===== src/verilog/vdi_cfg.svh =====
// constants for the vectored daisy-chain interrupt block
// Summary of operation
// - reset leaves the block in plain-request mode, not vectored chain mode
// - vectored chain mode is entered only by the set-vectored-mode command
// - an enabled pending condition drives interrupt_request_n low
// - on acknowledge in vectored mode the vector register is driven on the data bus
// - chain enable in and out act only in vectored chain mode
// - chain enable in high lets only unmasked sources request
// - chain enable in low suppresses every request
// - chain enable out high only when chain in high and not requesting
// - after acknowledge, chain out stays low until clear-in-service command
// - request released once software removes all pending causes
// - downstream device cannot request until upstream chain out returns high
`ifndef VDI_CFG_SVH
`define VDI_CFG_SVH
`define VDI_ADDR_CTRL 12'h000
`define VDI_ADDR_STATUS 12'h004
`define VDI_ADDR_MASK 12'h008
`define VDI_ADDR_VECTOR 12'h00c
`define VDI_ADDR_PEND 12'h010
`define VDI_CMD_SET_VEC 0
`define VDI_CMD_CLR_IUS 1
`define VDI_CMD_SET_PLAIN 2
`define VDI_RST_MASK 8'h00
`define VDI_RST_VECTOR 8'h0f
`endif


===== src/verilog/vdi_pkg.sv =====
// types for the vectored daisy-chain interrupt block
package vdi_pkg;
	typedef enum logic [1:0] {
		VDI_IDLE = 2'b00,
		VDI_REQ = 2'b01,
		VDI_SERVICE = 2'b10
	} vdi_state_t;
	typedef struct packed {
		logic [7:0] data;
		logic oe;
	} vdi_bus_drive_t;
endpackage : vdi_pkg


===== src/verilog/vdi_top.sv =====
// interrupt request, vector answer and daisy chain with an apb register file
`timescale 1ns/1ps
`include "vdi_cfg.svh"
module vdi_top
	import vdi_pkg::*;
(
	// apb slave
	input wire logic pclk,
	input wire logic presetn,
	input wire logic psel,
	input wire logic penable,
	input wire logic pwrite,
	input wire logic [11:0] paddr,
	input wire logic [31:0] pwdata,
	output logic [31:0] prdata,
	output logic pready,
	output logic pslverr,
	// interrupt sources, one level each
	input wire logic [7:0] source_level,
	// host and chain pins
	input wire logic vector_acknowledge_n,
	input wire logic chain_enable_in,
	output logic interrupt_request_n,
	output logic chain_enable_out,
	output vdi_bus_drive_t data_drive
);
	logic vec_mode_q;
	logic [7:0] mask_q;
	logic [7:0] vector_register_q;
	vdi_state_t state_q;
	vdi_state_t state_d;
	logic ack_seen_q;
	logic [31:0] rdata_d;

	// apb decode; zero-wait slave
	wire access = psel && penable;
	wire wr_en = access && pwrite;
	wire hit_ctrl = (paddr == `VDI_ADDR_CTRL);
	wire hit_status = (paddr == `VDI_ADDR_STATUS);
	wire hit_mask = (paddr == `VDI_ADDR_MASK);
	wire hit_vector = (paddr == `VDI_ADDR_VECTOR);
	wire hit_pend = (paddr == `VDI_ADDR_PEND);
	wire hit_any = hit_ctrl || hit_status || hit_mask || hit_vector || hit_pend;
	wire cmd_set_vec = wr_en && hit_ctrl && pwdata[`VDI_CMD_SET_VEC];
	wire cmd_set_plain = wr_en && hit_ctrl && pwdata[`VDI_CMD_SET_PLAIN];
	wire clear_in_service_cmd = wr_en && hit_ctrl && pwdata[`VDI_CMD_CLR_IUS];

	// chain input only counts in vectored mode; plain mode behaves as if enabled
	wire chain_ok = vec_mode_q ? chain_enable_in : 1'b1;
	wire [7:0] pending = source_level & ~mask_q;
	// causes gone means request released; chain input low blocks the request in vectored mode
	wire want_req = (|pending) && chain_ok;
	wire ack_now = vec_mode_q && !vector_acknowledge_n;
	wire in_service = (state_q == VDI_SERVICE);

	// mode register: reset to plain, set only by command
	always_ff @(posedge pclk or negedge presetn)
	begin
		if (!presetn)
			vec_mode_q <= 1'b0;
		else if (cmd_set_vec)
			vec_mode_q <= 1'b1;
		else if (cmd_set_plain)
			vec_mode_q <= 1'b0;
	end

	// software registers
	always_ff @(posedge pclk or negedge presetn)
	begin
		if (!presetn)
		begin
			mask_q <= `VDI_RST_MASK;
			vector_register_q <= `VDI_RST_VECTOR;
		end
		else
		begin
			if (wr_en && hit_mask)
				mask_q <= pwdata[7:0];
			if (wr_en && hit_vector)
				vector_register_q <= pwdata[7:0];
		end
	end

	// service state: acknowledged request holds until clear command or return to plain mode
	always_comb
	begin
		state_d = state_q;
		case (state_q)
			VDI_IDLE:
				if (want_req)
					state_d = VDI_REQ;
			VDI_REQ:
				if (ack_now)
					state_d = VDI_SERVICE;
				else if (!want_req)
					state_d = VDI_IDLE;
			VDI_SERVICE:
				if (clear_in_service_cmd)
					state_d = VDI_IDLE;
			default:
				state_d = VDI_IDLE;
		endcase
		if (!vec_mode_q)
			state_d = VDI_IDLE;
	end

	always_ff @(posedge pclk or negedge presetn)
	begin
		if (!presetn)
			state_q <= VDI_IDLE;
		else
			state_q <= state_d;
	end

	// pins; request stays low in service only while causes remain
	always_ff @(posedge pclk or negedge presetn)
	begin
		if (!presetn)
		begin
			interrupt_request_n <= 1'b1;
			chain_enable_out <= 1'b0;
			ack_seen_q <= 1'b0;
			data_drive <= '0;
		end
		else
		begin
			interrupt_request_n <= !(want_req && (state_d != VDI_IDLE || !vec_mode_q));
			// chain out low in plain mode, in service, or when requesting
			chain_enable_out <= vec_mode_q && chain_enable_in && !want_req
				&& (state_d != VDI_SERVICE);
			ack_seen_q <= ack_now;
			// vector driven while acknowledge is held, undriven otherwise
			data_drive.oe <= ack_now;
			data_drive.data <= ack_now ? vector_register_q : 8'h00;
		end
	end

	// read mux
	always_comb
	begin
		rdata_d = 32'h0000_0000;
		if (hit_ctrl)
			rdata_d = {31'h0000_0000, vec_mode_q};
		else if (hit_status)
			rdata_d = {28'h0000000, ack_seen_q, in_service, state_q == VDI_REQ, want_req};
		else if (hit_mask)
			rdata_d = {24'h000000, mask_q};
		else if (hit_vector)
			rdata_d = {24'h000000, vector_register_q};
		else if (hit_pend)
			rdata_d = {24'h000000, pending};
	end

	// apb answer registered in setup cycle so pready is high at first access edge
	always_ff @(posedge pclk or negedge presetn)
	begin
		if (!presetn)
		begin
			prdata <= 32'h0000_0000;
			pready <= 1'b0;
			pslverr <= 1'b0;
		end
		else
		begin
			pready <= psel && !penable;
			pslverr <= psel && !penable && !hit_any;
			prdata <= (psel && !penable && !pwrite) ? rdata_d : 32'h0000_0000;
		end
	end

	// assertions
	reset_plain_a: assert property (@(posedge pclk) $rose(presetn) |-> !vec_mode_q)
		else $error("block left reset in vectored mode");
	mode_entry_a: assert property (@(posedge pclk) disable iff (!presetn)
		$rose(vec_mode_q) |-> $past(cmd_set_vec))
		else $error("vectored mode entered without command");
	request_drive_a: assert property (@(posedge pclk) disable iff (!presetn)
		(want_req && !vec_mode_q) |=> !interrupt_request_n)
		else $error("request not driven for pending source");
	vector_out_a: assert property (@(posedge pclk) disable iff (!presetn)
		ack_now |=> (data_drive.oe && data_drive.data == $past(vector_register_q)))
		else $error("vector not driven on acknowledge");
	chain_block_a: assert property (@(posedge pclk) disable iff (!presetn)
		(vec_mode_q && !chain_enable_in) |=> interrupt_request_n)
		else $error("request raised with chain input low");
	chain_out_a: assert property (@(posedge pclk) disable iff (!presetn)
		chain_enable_out |-> $past(chain_enable_in && !want_req && vec_mode_q))
		else $error("chain output high without cause");
	service_hold_a: assert property (@(posedge pclk) disable iff (!presetn)
		(in_service && !clear_in_service_cmd && vec_mode_q) |=> !chain_enable_out)
		else $error("chain output rose during service");
	release_a: assert property (@(posedge pclk) disable iff (!presetn)
		(pending == 8'h00) |=> interrupt_request_n)
		else $error("request held with no causes");
	plain_quiet_a: assert property (@(posedge pclk) disable iff (!presetn)
		!vec_mode_q |=> (!chain_enable_out && !data_drive.oe))
		else $error("chain pins active outside vectored mode");

	// apb handshake: zero-wait answer, one-cycle pulses, error only with ready
	apb_ready_a: assert property (@(posedge pclk) disable iff (!presetn)
		(psel && !penable) |=> pready)
		else $error("pready missing in access cycle");

	ready_pulse_a: assert property (@(posedge pclk) disable iff (!presetn)
		pready |=> !pready)
		else $error("pready held past one cycle");

	ready_cause_a: assert property (@(posedge pclk) disable iff (!presetn)
		pready |-> $past(psel && !penable))
		else $error("pready without setup cycle");

	error_with_ready_a: assert property (@(posedge pclk) disable iff (!presetn)
		pslverr |-> pready)
		else $error("pslverr without pready");

	unmapped_error_a: assert property (@(posedge pclk) disable iff (!presetn)
		(psel && !penable && !hit_any) |=> (pslverr && pready))
		else $error("unmapped access not refused");

	write_rdata_a: assert property (@(posedge pclk) disable iff (!presetn)
		(psel && !penable && pwrite) |=> (prdata == 32'h0000_0000))
		else $error("read data not zero on write");

	// register contents: a write lands at the access edge, reads show live state
	mask_write_a: assert property (@(posedge pclk) disable iff (!presetn)
		(wr_en && hit_mask) |=> (mask_q == $past(pwdata[7:0])))
		else $error("mask write lost");

	vector_write_a: assert property (@(posedge pclk) disable iff (!presetn)
		(wr_en && hit_vector) |=> (vector_register_q == $past(pwdata[7:0])))
		else $error("vector write lost");

	mode_read_a: assert property (@(posedge pclk) disable iff (!presetn)
		(psel && !penable && !pwrite && hit_ctrl)
		|=> (prdata == {31'h0000_0000, $past(vec_mode_q)}))
		else $error("mode read wrong");

	pend_read_a: assert property (@(posedge pclk) disable iff (!presetn)
		(psel && !penable && !pwrite && hit_pend)
		|=> (prdata == {24'h000000, $past(pending)}))
		else $error("pending read wrong");

	// mode changes only by command; plain mode keeps the service machine idle
	mode_exit_a: assert property (@(posedge pclk) disable iff (!presetn)
		$fell(vec_mode_q) |-> $past(cmd_set_plain))
		else $error("vectored mode left without command");

	plain_idle_a: assert property (@(posedge pclk) disable iff (!presetn)
		!vec_mode_q |=> (state_q == VDI_IDLE))
		else $error("service state active in plain mode");

	// plain mode must still request although the chain input is low
	plain_request_a: assert property (@(posedge pclk) disable iff (!presetn)
		(!vec_mode_q && !chain_enable_in && pending != 8'h00)
		|=> !interrupt_request_n)
		else $error("plain request blocked by chain input");

	plain_release_a: assert property (@(posedge pclk) disable iff (!presetn)
		(!vec_mode_q && !want_req) |=> interrupt_request_n)
		else $error("plain request held without cause");

	// vectored request follows unmasked causes while the chain allows it
	mask_gate_a: assert property (@(posedge pclk) disable iff (!presetn)
		(vec_mode_q && chain_enable_in && pending != 8'h00)
		|=> !interrupt_request_n)
		else $error("unmasked source not requested");

	masked_quiet_a: assert property (@(posedge pclk) disable iff (!presetn)
		((source_level & ~mask_q) == 8'h00) |=> interrupt_request_n)
		else $error("masked source raised request");

	// acknowledge takes the request into service and shows the vector
	service_entry_a: assert property (@(posedge pclk) disable iff (!presetn)
		(state_q == VDI_REQ && ack_now && vec_mode_q) |=> in_service)
		else $error("acknowledge did not start service");

	ack_status_a: assert property (@(posedge pclk) disable iff (!presetn)
		ack_now |=> ack_seen_q)
		else $error("acknowledge not recorded");

	vector_release_a: assert property (@(posedge pclk) disable iff (!presetn)
		!ack_now |=> !data_drive.oe)
		else $error("vector driven without acknowledge");

	idle_data_a: assert property (@(posedge pclk) disable iff (!presetn)
		!data_drive.oe |-> (data_drive.data == 8'h00))
		else $error("data bus value without enable");

	// chain output: low while input low or requesting, back high after clear
	chain_in_low_a: assert property (@(posedge pclk) disable iff (!presetn)
		!chain_enable_in |=> !chain_enable_out)
		else $error("chain output high with input low");

	chain_req_a: assert property (@(posedge pclk) disable iff (!presetn)
		(vec_mode_q && want_req) |=> !chain_enable_out)
		else $error("chain output high while requesting");

	chain_release_a: assert property (@(posedge pclk) disable iff (!presetn)
		(in_service && clear_in_service_cmd && vec_mode_q && chain_enable_in
		&& !want_req && !cmd_set_plain) |=> chain_enable_out)
		else $error("chain output not restored after clear");

	// pins leave reset in their idle levels
	reset_pins_a: assert property (@(posedge pclk)
		$rose(presetn) |-> (interrupt_request_n && !chain_enable_out
		&& !data_drive.oe))
		else $error("pins not idle after reset");
endmodule : vdi_top


===== config.mk =====
export PLATFORM = sky130hd
export DESIGN_NAME = vdi_top
export DESIGN_NICKNAME = d
export VERILOG_FILES = /design/src/verilog/vdi_pkg.sv /design/src/verilog/vdi_top.sv
export VERILOG_INCLUDE_DIRS = /design/src /design/src/verilog
export SDC_FILE = /design/constraint.sdc
export NUM_CORES = 1
export LEC_CHECK = 0
export BUFFER_PORTS_ARGS = -buffer_cell sky130_fd_sc_hd__buf_4
export CORE_UTILIZATION = 35
export DETAILED_ROUTE_END_ITERATION = 16
export SYNTH_ARGS = -nofsm -noshare
export SYNTH_HDL_FRONTEND = slang
export SYNTH_SLANG_ARGS = --single-unit

===== constraint.sdc =====
create_clock -name pclk -period 1.55 [get_ports pclk]
set_input_delay 0.0775 -clock pclk [delete_from_list [all_inputs] [get_ports pclk]]
set_output_delay 0.0775 -clock pclk [all_outputs]
set_load 0.1 [all_outputs]

Yosys cells after proc, flatten, opt, wreduce, memory -nomap -nowiden
Cells that the tools add are included.

Equal/unequal tests: 7. Multiplexer cells: 16. Bitwise gates (word level): 2. Reductions and logical operators: 34.

Operators with widths (number): two-way mux 8 bit (6); two-way mux 32 bit (1); equality test 12 x 4 -> 1 bit, second input constant (2); logical AND 1 bit (17); equality test 12 x 3 -> 1 bit, second input constant (1); equality test 12 x 5 -> 1 bit, second input constant (1); logical NOT 12 bit (1); two-way mux 2 bit (5); AND 8 bit (1); inverter 8 bit (1); OR reduction 8 bit (1); logical NOT 1 bit (7); case mux 2 bit (3 select lines) (1); logical OR 1 bit (5); nonzero test 2 bit (2); two-way mux 1 bit (3); equality test 2 x 1 -> 1 bit, second input constant (1); equality test 2 bit, second input constant (1); logical NOT 2 bit (1); != test 2 bit, second input constant (1).

Register bits after elaboration: 64. Input port bits: 59. Output and inout port bits: 45. Logic and storage cells: 70.

Longest topological paths before layout
Depth after elaboration: 12. Gate-level depth with buffers: 5. Mapped depth without buffers: 4.

Worst setup path before layout
Ideal clock, no wire load.

Kind: input-to-reg. From: input paddr[0]. To: register vector_register_q[4]. Setup time: 0.125 ns. Arrival time: 1.881 ns. Required time: 1.425 ns. Setup slack: -0.456 ns. Cell stages on the path: 4. Path buffers: 0. Cells stage by stage: or4_1 -> or3_4 -> nor4_4 -> mux2_2.

Cells in the longest elaborated chain, start to end: 2.

RTL lines: start, declared (line vdi_top.sv:13) `input wire logic [11:0] paddr,`; equality test 12 x 4 -> 1 bit (no line); logical AND 1 bit (line vdi_top.sv:79) `if (wr_en && hit_vector)`; end signal, assigned (line vdi_top.sv:73) `` vector_register_q <= `VDI_RST_VECTOR; ``; end signal, assigned (line vdi_top.sv:80) `vector_register_q <= pwdata[7:0];`; end, declared (line vdi_top.sv:29) `logic [7:0] vector_register_q;`.

No other way between the ends. A chain may end at the register's enable or synchronous reset.

Final worst setup path
From: input paddr[9]. To: register mask_q[0].

Cells in the longest elaborated chain, start to end: 2.

RTL lines: equality test 12 x 4 -> 1 bit (no line); logical AND 1 bit (line vdi_top.sv:77) `if (wr_en && hit_mask)`; end signal, assigned (line vdi_top.sv:72) `` mask_q <= `VDI_RST_MASK; ``; end signal, assigned (line vdi_top.sv:78) `mask_q <= pwdata[7:0];`; end, declared (line vdi_top.sv:28) `logic [7:0] mask_q;`.

No other way between the ends.

==> impl_metrics.env <==
export IMPL_power_leakage_nw=1.32
export IMPL_ant_nets=0
export IMPL_fin_ws_ps=-40.4
export IMPL_design_power_total_mw=2.18
export IMPL_tritoncts_clock_tree="yes"
export IMPL_clk_path_buf_depth=2
export IMPL_timing_critical_path_from="paddr[9]"
export IMPL_seq_power_share_pct=48.1
export IMPL_clock_tree_htree_level_count=2
export IMPL_antenna_cells_inserted=0
export IMPL_crit_end="mask_q[0]"
export IMPL_cp_common_cell="sky130_fd_sc_hd__buf_6"
export IMPL_peakVddDrop_mv=0.343
export IMPL_final_period_utilization_pct=103
export IMPL_route_detailed_drc=0
export IMPL_finalNetCount=305
export IMPL_cp_num_buf_inv=2
export IMPL_crit_chain="buf_6, or4_4, or3_4, nor4_4, buf_6, mux2_4"
export IMPL_insertion_delay_ps=290
export IMPL_violated_checks="negative setup slack"
export IMPL_syn_mean_instance_area_um2=11.5
export IMPL_port_buffers=55
export IMPL_vias_in_the_first_global_route=1483
export IMPL_groute_usage_overall_pct=15.9
export IMPL_p_int_mw=1.45
export IMPL_worst_r2r_setup_slack_ps=230
export IMPL_timing_hold_worst_class="in -> reg"
export IMPL_yosys_area_top_type="sky130_fd_sc_hd__dfrtp_1"
export IMPL_route_vias_total=1493
export IMPL_die_height_um=77.7
export IMPL_final_period_minus_worst_setup_slack_ps=1590
export IMPL_critPathRequiredTime_ps=1730
export IMPL_async_reset_ff_share_pct=100
export IMPL_synth_top_cell_area_share_pct=43.6
export IMPL_ff2ff_path_depth=4
export IMPL_fin_worst_skew_ps=7.08
export IMPL_crit_reg2reg_launch="mask_q[1]"
export IMPL_setup_worst_path_end_class="flip-flop"
export IMPL_count_of_pins_over_their_slew_limit=0
export IMPL_fp_dieArea_um2=6040
export IMPL_cp_arrival_ps=1770
export IMPL_start_util_pct=36.4
export IMPL_antenna_violations_before_repair=0
export IMPL_switching_share_pct=33.3
export IMPL_dominantRegCellSynth="sky130_fd_sc_hd__dfrtp_1"
export IMPL_avgRoutedWirePerCell_um=14.0
export IMPL_cp_max_fo=8
export IMPL_clock_sinks=40
export IMPL_synth_seq_cells=40
export IMPL_critical_path_max_stage_delay_ps=520
export IMPL_clock_power_share_pct=31.1
export IMPL_clock_tree_root_cell="sky130_fd_sc_hd__clkbuf_8"
export IMPL_globalplace_congestion=0.763
export IMPL_fillCellCount=548
export IMPL_core_um2=5510
export IMPL_rsz0062_at_grt="yes"
export IMPL_timing_worst_setup_path_type="in -> reg"
export IMPL_synth_yosys_warnings=0
export IMPL_yosys_cell_types_count=41
export IMPL_run_status="complete, but fails checks"
export IMPL_design_portCount=104
export IMPL_post_synth_inst_count=175
export IMPL_final_cell_count_without_fillers=319
export IMPL_place_detailed_hpwl_um=3300
export IMPL_cts_buffers=5
export IMPL_timing_max_cap_violations=0
export IMPL_synth_area_top_cells="sky130_fd_sc_hd__dfrtp_1 44%, sky130_fd_sc_hd__buf_4 9.4%, sky130_fd_sc_hd__mux2_2 8.4%"
export IMPL_critPathTopFamily="simple AND/OR/NAND/NOR gates"
export IMPL_grt_first_pass_wirelength_um=7260
export IMPL_synth_sequential_area_ratio_pct=50.2
export IMPL_firstDrtPassIters=4
export IMPL_worstSetupPathDepth=6
export IMPL_number_of_flops_mapped_to_enable_cells_by_yosys=0
export IMPL_critPathSlowestCell="sky130_fd_sc_hd__or4_4"
export IMPL_drt_iter0_drc=74
export IMPL_vias_per_cell=4.68
export IMPL_placed_cells=310
export IMPL_worst_r2r_endpoint="chain_enable_out"
export IMPL_synth_area_um2=2010
export IMPL_grt_start_max_net_pins=41
export IMPL_grt_remaining_overflow=0
export IMPL_layout_area_overhead_vs_synth_pct=33.2
export IMPL_maxClockFrequency_ghz=0.629
export IMPL_p_sw_uw=725
export IMPL_power_density_nw_per_um2=815
export IMPL_setup_violations_final=15
export IMPL_path_clk_slew_ps=80
export IMPL_comb_power_share_pct=20.7
export IMPL_placement_rows=27
export IMPL_critical_path_startpoint_type="input port"
export IMPL_fp_dieW_um=77.7
export IMPL_wl_um=4470
export IMPL_hold_violations=0
export IMPL_drive_above_1_share_pct=42.1
[kinds of logic (layout without fill, tap and decap cells)]
group,Yosys count,count (layout),share of synthesized area (%)
simple gates,53,53,17.3
mux,23,23,12.5
compound gates,24,24,8.79
other cells,1,24,0.187
flops,40,40,50.2
buf+inv,34,83,11.0
[synth_stat cells, types with 2 or more instances]
library cell                n
sky130_fd_sc_hd__dfrtp_1   35
sky130_fd_sc_hd__buf_4     25
sky130_fd_sc_hd__mux2_2    15
sky130_fd_sc_hd__nand2b_1  11
sky130_fd_sc_hd__and2_1     8
sky130_fd_sc_hd__o22ai_1    8
sky130_fd_sc_hd__mux2i_1    7
sky130_fd_sc_hd__nor2_1     7
sky130_fd_sc_hd__nor3_1     6
sky130_fd_sc_hd__dfstp_2    5
sky130_fd_sc_hd__inv_1      5
sky130_fd_sc_hd__and3_1     3
sky130_fd_sc_hd__clkbuf_1   3
sky130_fd_sc_hd__nand2_1    3
sky130_fd_sc_hd__a22oi_1    2
sky130_fd_sc_hd__a32oi_1    2
sky130_fd_sc_hd__nand3_1    2
sky130_fd_sc_hd__nand4_1    2
sky130_fd_sc_hd__nor4_4     2
sky130_fd_sc_hd__o21a_1     2
sky130_fd_sc_hd__or4_1      2
[state kept, by name, summed over array words and instances, names as in the netlist]
register             count
pready                   1
prdata                   8
chain_enable_out         1
mask_q                   8
vector_register_q        8
data_drive               8
vec_mode_q               1
interrupt_request_n      1
pslverr                  1
state_q                  2
ack_seen_q               1
[placed cells by master, fill, tap and decap left out, drive strengths merged]
master,synthesis,routed
buf,26,69
a22oi,2,2
or3,2,2
nand2b,11,11
clkbuf,3,6
nor2,7,7
a221oi,1,1
nor3,6,6
dfstp,5,5
nor4b,2,2
dlygate4sd3,0,1
nor2b,1,1
nand3,2,2
mux2i,7,7
o21bai,1,1
nand4,2,2
mux2,16,16
and2,8,8
conb,1,24
clkinvlp,0,1
a311oi,1,1
o21a,2,2
o211ai,1,1
or3b,1,1
dfrtp,35,35
nor4,3,3
inv,5,5
o21ai,1,1
o2111a,1,1
and3,3,3
a21oi,1,1
o22ai,8,8
a32o,1,1
clkinv,0,1
a31oi,1,1
nand2,3,3
a211o,1,1
or4,2,2
a32oi,2,2
[power by group through the flow]
stage | clock network, mW | registers (mW) | logic [mW]
floorplan | 0 | 1.09 | 0.349
global placement | 0 | 1.07 | 0.447
detailed placement | 0 | 1.07 | 0.447
CTS | 0.692 | 1.05 | 0.454
global route | 0.732 | 1.05 | 0.472
finish | 0.678 | 1.05 | 0.451
[routing by layer]
layer  up-vias  track usage (%)  routed length, um
met1       708             20.9               2010
met4         0             6.79                 48
met5         -                0                  0
met3         4             2.94                266
li1        722                -                  -
met2        59             25.5               2140
[cell type report]
cell class,instances,area (um^2),area share [%]
multi-input cells,124,925,34.6
well taps,72,90.1,3.37
clock inverters,2,12.5,0.468
clock buffers,6,72.6,2.72
inverters,5,18.8,0.702
repair buffers,70,547,20.5
flip-flops and latches,40,1010,37.7
[worst min path at each step]
stage | from | to | slack (ps) | depth (start not counted)
floorplan | presetn | ack_seen_q | -220 | 0
global placement | presetn | data_drive[1] | 80 | 1
detailed placement | presetn | data_drive[2] | 80 | 1
CTS | pwdata[3] | mask_q[3] | 20 | 2
global route | pwdata[3] | mask_q[3] | 20 | 2
finish | pwdata[3] | mask_q[3] | 20 | 2
[stage by stage]
stage	utilization [%]	hold WS [ps]	TNS, ps	instance area, um^2	worst slack, ps
4_1_cts	48.5	20.8	-425	2670	-34.2
3_5_place_dp	45.5	79.6	-9060	2510	-482
6_report	48.5	21.8	-439	2670	-40.4
2_1_floorplan	-	-218	-6390	2100	-398
5_1_grt	48.5	20.6	-1480	2670	-104
3_3_place_gp	45.5	77.2	-8700	2510	-456
[what timing repair did]
item | 4_1_cts | 5_1_grt
pin swaps | 4 | 1
gates resized for setup | 18 | 1
endpoints found under the hold margin | 35 | 0
buffers inserted | 0 | 0
endpoints found under the setup margin | 16 | 16
hold buffers | 1 | 0
Note: power is estimated with default switching activity, not from simulation.
